<file path="src/eeprom_sfr_regs.svh">
// register offsets, field positions, reset values and timing counts for the eeprom sequencer
`ifndef EEPROM_SFR_REGS_SVH
`define EEPROM_SFR_REGS_SVH

// ----------------------------------------------------------------------------
// special function register addresses
// ----------------------------------------------------------------------------
`define EE_OFS_ADDR_LOW 8'hf2
`define EE_OFS_ADDR_HIGH 8'hf3
`define EE_OFS_DATA 8'hf4
`define EE_OFS_TIMING 8'hf5
`define EE_OFS_CTRL 8'hf6

// ----------------------------------------------------------------------------
// reset values
// ----------------------------------------------------------------------------
`define EE_RST_ADDR_HIGH 8'h80
`define EE_RST_ADDR_LOW 8'h00
`define EE_RST_TIMING 8'h08
`define EE_RST_DATA 8'h00

// ----------------------------------------------------------------------------
// control register fields
// ----------------------------------------------------------------------------
`define EE_BIT_IRQ_FLAG 7
`define EE_BIT_IRQ_EN 6
`define EE_BIT_BUSY 5
`define EE_OP_MSB 3
`define EE_OP_BYTE 4'h0
`define EE_OP_ROW_ERASE 4'hc
`define EE_OP_BLOCK_ERASE 4'ha

// ----------------------------------------------------------------------------
// addressing and data values
// ----------------------------------------------------------------------------
`define EE_SEC_ADDR_HIGH 8'h80
`define EE_SEC_ADDR_LOW 8'h00
`define EE_ARRAY_ADDR_HIGH 8'h00
`define EE_ERASED 8'h00
`define EE_UNMAPPED 8'h00
`define EE_ROW_LAST 8'h07
`define EE_BLOCK_LAST 8'hff

// ----------------------------------------------------------------------------
// timing: one phase lasts (timing + offset) * 2^prescale oscillator cycles
// ----------------------------------------------------------------------------
`define EE_TIM_OFFSET 9'h002
`define EE_PRESCALE_BITS 10

`endif

</file>
<file path="src/eeprom_sfr_pkg.sv">
// types shared by the eeprom sequencer files
package eeprom_sfr_pkg;

    typedef struct packed {
        logic wr;
        logic [7:0] addr;
        logic [7:0] wdata;
    } sfr_req_t;

    typedef enum logic [1:0] {
        ST_IDLE,
        ST_ERASE,
        ST_WRITE
    } seq_state_t;

endpackage

</file>
<file path="src/eeprom_sfr_sequencer.sv">
// eeprom special function registers and erase/write sequencer
`timescale 1ns/1ps
`include "eeprom_sfr_regs.svh"
module eeprom_sfr_sequencer (
    input wire logic ref_clk,
    input wire logic rstn,
    input eeprom_sfr_pkg::sfr_req_t sfr_req,
    input wire logic serial_irq_enable,
    output logic [7:0] sfr_rdata_q,
    output logic nvm_irq_req_q,
    output logic erase_write_busy_q
);

    // ------------------------------------------------------------------------
    // helpers
    // ------------------------------------------------------------------------
    function automatic logic [18:0] pulse_cycles(input logic [7:0] timing);
        logic [8:0] units;
        units = {1'b0, timing} + `EE_TIM_OFFSET;
        return {units, {`EE_PRESCALE_BITS{1'b0}}} - 19'h00001;
    endfunction

    function automatic logic op_known(input logic [3:0] op);
        return (op == `EE_OP_BYTE) || (op == `EE_OP_ROW_ERASE) ||
               (op == `EE_OP_BLOCK_ERASE);
    endfunction

    // ------------------------------------------------------------------------
    // registers and state
    // ------------------------------------------------------------------------
    logic [7:0] eeprom_byte_address_low_q;
    logic [7:0] eeprom_byte_address_high_q;
    logic [7:0] eeprom_data_window_q;
    logic [7:0] erase_write_timing_q;
    logic nvm_irq_flag_q;
    logic nvm_irq_enable_q;
    logic [3:0] operation_select_q;
    logic [7:0] security_byte_q;

    eeprom_sfr_pkg::seq_state_t state_q;
    logic [18:0] phase_cnt_q;
    logic [3:0] tgt_op_q;
    logic [7:0] tgt_low_q;
    logic tgt_sec_q;
    logic [7:0] tgt_data_q;
    logic clr_run_q;
    logic [7:0] clr_idx_q;
    logic [7:0] clr_left_q;

    logic [7:0] arr_rdata;
    logic sel_sec;
    logic sel_arr;
    logic [7:0] cur_byte;
    logic wr_low;
    logic wr_high;
    logic wr_data;
    logic wr_tim;
    logic wr_ctrl;
    logic launch;
    logic phase_end;
    logic done;
    logic byte_erase_end;
    logic byte_write_end;
    logic arr_we;
    logic [7:0] arr_waddr;
    logic [7:0] arr_wdata;
    logic [7:0] ctrl_view;

    // ------------------------------------------------------------------------
    // decode
    // ------------------------------------------------------------------------
    assign wr_low = sfr_req.wr && (sfr_req.addr == `EE_OFS_ADDR_LOW);
    assign wr_high = sfr_req.wr && (sfr_req.addr == `EE_OFS_ADDR_HIGH);
    assign wr_data = sfr_req.wr && (sfr_req.addr == `EE_OFS_DATA);
    assign wr_tim = sfr_req.wr && (sfr_req.addr == `EE_OFS_TIMING);
    assign wr_ctrl = sfr_req.wr && (sfr_req.addr == `EE_OFS_CTRL);

    assign sel_sec = (eeprom_byte_address_high_q == `EE_SEC_ADDR_HIGH) &&
                     (eeprom_byte_address_low_q == `EE_SEC_ADDR_LOW);
    assign sel_arr = (eeprom_byte_address_high_q == `EE_ARRAY_ADDR_HIGH);
    assign cur_byte = sel_sec ? security_byte_q :
                      (sel_arr ? arr_rdata : `EE_UNMAPPED);

    // a byte write to an address that holds no cell would burn a pulse for nothing
    assign launch = wr_data && !erase_write_busy_q && op_known(operation_select_q) &&
                    ((operation_select_q != `EE_OP_BYTE) || sel_arr || sel_sec);

    assign phase_end = (state_q != eeprom_sfr_pkg::ST_IDLE) && (phase_cnt_q == 19'h00000);
    assign done = phase_end &&
                  ((state_q == eeprom_sfr_pkg::ST_WRITE) ||
                   (tgt_op_q == `EE_OP_BLOCK_ERASE));
    assign byte_erase_end = phase_end && (state_q == eeprom_sfr_pkg::ST_ERASE) &&
                            (tgt_op_q == `EE_OP_BYTE);
    assign byte_write_end = phase_end && (state_q == eeprom_sfr_pkg::ST_WRITE) &&
                            (tgt_op_q == `EE_OP_BYTE);

    // ------------------------------------------------------------------------
    // software registers
    // ------------------------------------------------------------------------
    always_ff @(posedge ref_clk) begin
        if (!rstn) begin
            eeprom_byte_address_low_q <= `EE_RST_ADDR_LOW;
            eeprom_byte_address_high_q <= `EE_RST_ADDR_HIGH;
            erase_write_timing_q <= `EE_RST_TIMING;
        end else begin
            if (wr_low) begin
                eeprom_byte_address_low_q <= sfr_req.wdata;
            end
            if (wr_high) begin
                eeprom_byte_address_high_q <= sfr_req.wdata;
            end
            if (wr_tim) begin
                erase_write_timing_q <= sfr_req.wdata;
            end
        end
    end

    // data window keeps the last value software wrote; ignored while busy
    always_ff @(posedge ref_clk) begin
        if (!rstn) begin
            eeprom_data_window_q <= `EE_RST_DATA;
        end else if (wr_data && !erase_write_busy_q) begin
            eeprom_data_window_q <= sfr_req.wdata;
        end
    end

    always_ff @(posedge ref_clk) begin
        if (!rstn) begin
            nvm_irq_enable_q <= 1'b0;
            operation_select_q <= `EE_OP_BYTE;
        end else if (wr_ctrl) begin
            nvm_irq_enable_q <= sfr_req.wdata[`EE_BIT_IRQ_EN];
            operation_select_q <= sfr_req.wdata[`EE_OP_MSB:0];
        end
    end

    // completion wins over a software clear in the same cycle
    always_ff @(posedge ref_clk) begin
        if (!rstn) begin
            nvm_irq_flag_q <= 1'b0;
        end else if (done) begin
            nvm_irq_flag_q <= 1'b1;
        end else if (wr_ctrl) begin
            nvm_irq_flag_q <= sfr_req.wdata[`EE_BIT_IRQ_FLAG];
        end
    end

    // ------------------------------------------------------------------------
    // sequencer
    // ------------------------------------------------------------------------
    always_ff @(posedge ref_clk) begin
        if (!rstn) begin
            state_q <= eeprom_sfr_pkg::ST_IDLE;
            phase_cnt_q <= 19'h00000;
            erase_write_busy_q <= 1'b0;
        end else begin
            case (state_q)
                eeprom_sfr_pkg::ST_IDLE: begin
                    if (launch) begin
                        erase_write_busy_q <= 1'b1;
                        phase_cnt_q <= pulse_cycles(erase_write_timing_q);
                        if ((operation_select_q == `EE_OP_BYTE) &&
                            (cur_byte == `EE_ERASED)) begin
                            state_q <= eeprom_sfr_pkg::ST_WRITE;
                        end else begin
                            state_q <= eeprom_sfr_pkg::ST_ERASE;
                        end
                    end
                end
                eeprom_sfr_pkg::ST_ERASE: begin
                    if (phase_end) begin
                        if (tgt_op_q == `EE_OP_BLOCK_ERASE) begin
                            state_q <= eeprom_sfr_pkg::ST_IDLE;
                            erase_write_busy_q <= 1'b0;
                        end else begin
                            state_q <= eeprom_sfr_pkg::ST_WRITE;
                            phase_cnt_q <= pulse_cycles(erase_write_timing_q);
                        end
                    end else begin
                        phase_cnt_q <= phase_cnt_q - 19'h00001;
                    end
                end
                eeprom_sfr_pkg::ST_WRITE: begin
                    if (phase_end) begin
                        state_q <= eeprom_sfr_pkg::ST_IDLE;
                        erase_write_busy_q <= 1'b0;
                    end else begin
                        phase_cnt_q <= phase_cnt_q - 19'h00001;
                    end
                end
                default: begin
                    state_q <= eeprom_sfr_pkg::ST_IDLE;
                    erase_write_busy_q <= 1'b0;
                end
            endcase
        end
    end

    // target is frozen at launch so later register writes cannot redirect it
    always_ff @(posedge ref_clk) begin
        if (!rstn) begin
            tgt_op_q <= `EE_OP_BYTE;
            tgt_low_q <= `EE_RST_ADDR_LOW;
            tgt_sec_q <= 1'b0;
            tgt_data_q <= `EE_ERASED;
        end else if (launch) begin
            tgt_op_q <= operation_select_q;
            tgt_low_q <= eeprom_byte_address_low_q;
            tgt_sec_q <= sel_sec;
            tgt_data_q <= sfr_req.wdata;
        end
    end

    // ------------------------------------------------------------------------
    // row and block clearing
    // ------------------------------------------------------------------------
    // one cell per cycle; 256 cycles fit well inside the shortest erase phase
    always_ff @(posedge ref_clk) begin
        if (!rstn) begin
            clr_run_q <= 1'b0;
            clr_idx_q <= 8'h00;
            clr_left_q <= 8'h00;
        end else if (launch && (operation_select_q == `EE_OP_ROW_ERASE)) begin
            clr_run_q <= 1'b1;
            clr_idx_q <= {eeprom_byte_address_low_q[7:3], 3'b000};
            clr_left_q <= `EE_ROW_LAST;
        end else if (launch && (operation_select_q == `EE_OP_BLOCK_ERASE)) begin
            clr_run_q <= 1'b1;
            clr_idx_q <= 8'h00;
            clr_left_q <= `EE_BLOCK_LAST;
        end else if (clr_run_q) begin
            clr_idx_q <= clr_idx_q + 8'h01;
            clr_left_q <= clr_left_q - 8'h01;
            clr_run_q <= (clr_left_q != 8'h00);
        end
    end

    always_ff @(posedge ref_clk) begin
        if (!rstn) begin
            security_byte_q <= `EE_ERASED;
        end else if (done && (tgt_op_q == `EE_OP_BLOCK_ERASE)) begin
            security_byte_q <= `EE_ERASED;
        end else if (byte_erase_end && tgt_sec_q) begin
            security_byte_q <= `EE_ERASED;
        end else if (byte_write_end && tgt_sec_q) begin
            security_byte_q <= tgt_data_q;
        end
    end

    // ------------------------------------------------------------------------
    // cell array
    // ------------------------------------------------------------------------
    always_comb begin
        arr_we = 1'b0;
        arr_waddr = tgt_low_q;
        arr_wdata = `EE_ERASED;
        if (clr_run_q) begin
            arr_we = 1'b1;
            arr_waddr = clr_idx_q;
        end else if (byte_erase_end && !tgt_sec_q) begin
            arr_we = 1'b1;
        end else if (byte_write_end && !tgt_sec_q) begin
            arr_we = 1'b1;
            arr_wdata = tgt_data_q;
        end
    end

    eeprom_byte_array u_array (
        .ref_clk(ref_clk),
        .we(arr_we),
        .waddr(arr_waddr),
        .wdata(arr_wdata),
        .raddr(eeprom_byte_address_low_q),
        .rdata_q(arr_rdata)
    );

    // ------------------------------------------------------------------------
    // read back and interrupt
    // ------------------------------------------------------------------------
    assign ctrl_view = {nvm_irq_flag_q, nvm_irq_enable_q, erase_write_busy_q,
                        1'b0, operation_select_q};

    always_ff @(posedge ref_clk) begin
        if (!rstn) begin
            sfr_rdata_q <= 8'h00;
        end else begin
            case (sfr_req.addr)
                `EE_OFS_ADDR_LOW: sfr_rdata_q <= eeprom_byte_address_low_q;
                `EE_OFS_ADDR_HIGH: sfr_rdata_q <= eeprom_byte_address_high_q;
                `EE_OFS_DATA: begin
                    // no cell access while busy or outside byte mode
                    if (!erase_write_busy_q && (operation_select_q == `EE_OP_BYTE)) begin
                        sfr_rdata_q <= cur_byte;
                    end else begin
                        sfr_rdata_q <= eeprom_data_window_q;
                    end
                end
                `EE_OFS_TIMING: sfr_rdata_q <= erase_write_timing_q;
                `EE_OFS_CTRL: sfr_rdata_q <= ctrl_view;
                default: sfr_rdata_q <= `EE_UNMAPPED;
            endcase
        end
    end

    always_ff @(posedge ref_clk) begin
        if (!rstn) begin
            nvm_irq_req_q <= 1'b0;
        end else begin
            nvm_irq_req_q <= nvm_irq_flag_q && nvm_irq_enable_q &&
                             serial_irq_enable;
        end
    end
endmodule

</file>
<file path="src/eeprom_byte_array.sv">
// 256 x 8 eeprom cell array with registered read data
`timescale 1ns/1ps
module eeprom_byte_array (
    input wire logic ref_clk,
    input wire logic we,
    input wire logic [7:0] waddr,
    input wire logic [7:0] wdata,
    input wire logic [7:0] raddr,
    output logic [7:0] rdata_q
);
    // no reset: contents are non-volatile
    logic [7:0] cells [0:255];

    always_ff @(posedge ref_clk) begin
        if (we) begin
            cells[waddr] <= wdata;
        end
    end

    always_ff @(posedge ref_clk) begin
        rdata_q <= cells[raddr];
    end
endmodule

</file>
<file path="config.mk">
export PLATFORM = sky130hd
export DESIGN_NAME = eeprom_sfr_sequencer
export DESIGN_NICKNAME = d
export VERILOG_FILES = /design/src/eeprom_sfr_pkg.sv /design/src/eeprom_sfr_sequencer.sv /design/src/eeprom_byte_array.sv
export VERILOG_INCLUDE_DIRS = /design/src
export SDC_FILE = /design/constraint.sdc
export NUM_CORES = 2
export LEC_CHECK = 0
export CORE_ASPECT_RATIO = 0.8
export CORE_MARGIN = 4
export CORE_UTILIZATION = 44
export CTS_BUF_LIST = sky130_fd_sc_hd__clkbuf_4 sky130_fd_sc_hd__clkbuf_8
export DETAILED_ROUTE_END_ITERATION = 8
export DONT_BUFFER_PORTS = 1
export GPL_ROUTABILITY_DRIVEN = 1
export HOLD_SLACK_MARGIN = 0.02
export PLACE_DENSITY = 0.65
export SLEW_MARGIN = 20
export SYNTH_ARGS = -nofsm -noshare
export SYNTH_HDL_FRONTEND = slang
export SYNTH_HIERARCHICAL = 1
export SYNTH_SLANG_ARGS = --single-unit
</file>
<file path="constraint.sdc">
create_clock -name ref_clk -period 6.25 [get_ports ref_clk]
set_input_delay 0.9375 -clock ref_clk [delete_from_list [all_inputs] [get_ports ref_clk]]
set_output_delay 0.9375 -clock ref_clk [all_outputs]
set_load 0.05 [all_outputs]
</file>
==> parameters.txt <==
Parameter                              Value

Floorplan
  Horizontal die dimension    502 µm
  Die Y-Extent    403 µm
  Top-level I/O count    30
  Initial core utilization    0.444
  Die Outline Area    202,000 µm²
  Core ar.    193,000 µm²
  Std-Cell Rows    144

Run
  Max-cap violations    0

Synth
  Count of flip-flops with a built-in enable after synthesis    2,048
  Mean cell area of the mapped netlist    19.1 µm²
  Synthesized Nets    4,510
  Library cells used by synthesis    90
  Number of cells produced by synthesis    4,479
  Seq/Total Area, Yosys    0.746
  Top flip-flop cell by instance count after synthesis    edfxtp_1
  Cell area after synthesis    85,700 µm²
  Synthesis warning total    6
  Share of flip-flops with an asynchronous set or reset after synthesis    0
  Number of register bits inferred by synthesis    2,171

CTS
  Resized Gates After CTS    0
  Clock tree buffer depth    4
  Setup Buffers After CTS    0
  Number of CTS-inserted buffers    340
  H-tree levels    5
  CTS root buffer    clkbuf_8
  Post-CTS clock slew at the launch and capture registers of the worst setup and hold paths    0.06 ns
  Insertion delay of the later-clocked pin in the worst-skew pair    1.07 ns
  CTS tree    yes
  Number of sinks handled by clock tree synthesis    2,171

STA
  Post-route clock period utilization    0.712
  Setup-violating endpoint count in the final report    0
  Relative slew slack    0.202
  Worst Hold Slack    0.0759 ns
  Slew Limit Fails    0
  Maximum clock frequency    225 MHz
  Hold violation count in the final report    0
  Setup repair after global routing missed its margin    false
  Worst-case clock skew    0.0842 ns
  Min Tclk post-route    4.45 ns
  Post-route setup TNS    0 ns
  Transition time of the tightest slew-check pin    1.19 ns

Outcome
  Outcome    finished, final reports clean

Worst setup path
  Critical setup path kind    reg -> reg
  Critical Path Start Type    register
  Beginning of the worst register-to-register path    phase_cnt_q[0]$_SDFFE_PN0P_
  Worst EP arrival    5.10 ns
  Worst path required time    6.90 ns
  Worst Path Max Fanout    18
  Crit. Startpoint    phase_cnt_q[0]$_SDFFE_PN0P_
  Capturing element type of the critical path    register

Place
  Routability-driven placement congestion ratio    0.859
  HPWL after detailed placement    135,000 µm
  Port Buf Inserts    0
  Area post-placement    88,700 µm²

Drt
  Pre-antenna DRT Iters    6
  Count of antenna-violating nets left after detailed routing    0
  Starting DRC count in detailed routing    6,291
  Via-per-instance ratio    6.11
  Routed WL per cell    29.2 µm
  DRC violation count after routing    0
  Total wirelength of the detailed-routed design    219,000 µm
  Via count    45,794

GRT
  Maximum number of pins on one net before global-route repair    157
  Overflow left after global routing    0
  Number of global-route vias before repair    44,453
  Wire length of the first global-routing pass    317,000 µm
  Total routing usage reported by global routing    0.214
  Number of antenna violations at the first check in global routing    6

Pwr
  Reported leakage power    33.6 nW
  Sequential Power Share    0.573
  Power per standard cell area    288 nW/µm²
  Switching share of power    0.203
  Switch Pwr    5.55 mW
  Internal power component    21.8 mW
  Maximum vdd drop    0.000225 V
  Combinational fraction of design power    0.009
  Clock power share    0.418

Final layout
  Sequential cell area in the final layout    64,000 µm²
  Area of the multi-input gates    20,200 µm²
  Layout overhead on the synthesized area    11.0%
  Final core utilization    0.493
  Number of fill cells in the layout    15,545
  Post-route standard cell area excluding fillers    95,200 µm²
  Fraction of layout instances using a drive strength above 1    0.234
  Final-stage net count    4,714

Hold path
  Startpoint of the tightest hold check path    sfr_req[3]
  Hold/Removal Path Class    in -> reg
==> registers in the layout (all words and copies together) (netlist names) <==
signal,cells
tgt_op_q,4
operation_select_q,4
tgt_sec_q,1
eeprom_byte_address_high_q,8
nvm_irq_enable_q,1
erase_write_timing_q,8
phase_cnt_q,19
erase_write_busy_q,1
tgt_data_q,8
u_array/rdata_q,8
state_q,2
u_array/cells,2048
eeprom_byte_address_low_q,8
security_byte_q,8
clr_left_q,8
tgt_low_q,8
sfr_rdata_q,8
nvm_irq_req_q,1
clr_run_q,1
eeprom_data_window_q,8
nvm_irq_flag_q,1
clr_idx_q,8
==> cells by family (layout without fill, tap and decap cells) <==
| logic type | after synthesis | count (layout) | synth area share |
|---|---|---|---|
| DFF | 2171 | 2171 | 0.746 |
| xor gates and xnor gates | 22 | 22 | 0.00225 |
| adders and majority gates | 11 | 11 | 0.00161 |
| buffers and inverters | 291 | 733 | 0.0197 |
| AOI/OAI and AO/OA | 569 | 569 | 0.0458 |
| other | 0 | 15 | 0 |
| muxes | 644 | 644 | 0.142 |
| and+or+nand+nor | 771 | 771 | 0.0427 |
==> routing by layer <==
layer,track usage,share of wire,vias to the layer above
met5,0,0.000059,-
met4,0.0522,0.019,2
met3,0.0668,0.12,336
met2,0.293,0.43,2686
met1,0.333,0.43,23902
li1,-,-,18868
==> Yosys cell counts (33+ instances only) <==
master,count,area [µm²]
clkbuf_1,141,529
buf_2,37,185
nor2_1,374,1400
mux2i_1,180,1800
a22oi_1,141,1060
o22ai_1,33,206
nor2b_1,36,225
nand2_1,115,432
mux4_2,454,10200
o221ai_1,46,403
dfxtp_1,123,2460
o21ai_0,40,200
nor3_1,36,180
a21oi_1,160,801
edfxtp_1,2048,61500
nand3_1,61,305
==> cell type report <==
class                   count  area share
clock buffers             465      0.0597
flip-flops and latches   2171       0.672
multi-input cells        2017       0.212
clock inverters           115     0.00673
well taps                2555      0.0336
inverters                  16    0.000631
diodes                     15    0.000394
repair buffers            137      0.0150
==> cell usage in the layout, fill, tap and decap left out, drive strengths merged, types with 18 or more instances in the layout <==
master  Yosys  final
edfxtp   2048   2048
clkbuf    141    465
mux4      456    456
nor2      377    377
mux2i     180    180
a21oi     161    161
a22oi     141    141
dfxtp     123    123
buf       134    121
nand2     115    115
clkinv      1    103
nand3      61     61
o21ai      57     57
o221ai     47     47
nor3       38     38
nor2b      36     36
nor4       36     36
o22ai      33     33
a221oi     23     23
a211oi     18     18
nand4      18     18
o32ai      18     18
inv        15     18
==> stage by stage <==
stage	setup slack, ns	power [mW]	std cells
2_1_floorplan	0.140	16.2	4479
3_3_place_gp	1.89	16.2	6879
3_5_place_dp	1.81	16.2	6880
4_1_cts	1.81	27.6	7476
5_1_grt	1.54	28.3	7482
6_report	1.80	27.4	7491
==> power by group through the flow <==
stage                     logic (mW)  clock network (mW)  registers [mW]
after floorplan                0.185                   0            16.0
after global placement         0.226                   0            16.0
after detailed placement       0.232                   0            16.0
after CTS                      0.249                11.7            15.7
after global routing           0.279                12.4            15.7
final                          0.254                11.4            15.7
==> critical path, cell delays in order, from the launching register on <==
cell and delay [ns]:
dfxtp_1 0.34, inv_1 0.08, ha_1 0.21, nor4b_4 0.38, nand4_2 0.23, nor3_2 0.46
nand4b_1 0.27, o21bai_2 0.54, buf_4 0.32, nand4_1 0.19, buf_4 0.34, nor2_1 0.70
==> path summary, 6_finish.rpt <==
path              slack, ns  cells after the start                              endpoint
setup / recovery       1.80                     11        u_array/cells[11][1]$_DFFE_PP_
hold / removal         0.08                      2  eeprom_data_window_q[3]$_SDFFE_PN0P_
setup reg to reg       1.80                     11        u_array/cells[11][1]$_DFFE_PP_
hold reg to reg        0.45                      2             tgt_low_q[0]$_SDFFE_PN0P_
==> timing repair <==
action,in CTS,in global routing
endpoints found under the hold margin,47,0
endpoints found under the setup margin,0,0
hold buffers,16,0
(Power assumes the default switching activity.)
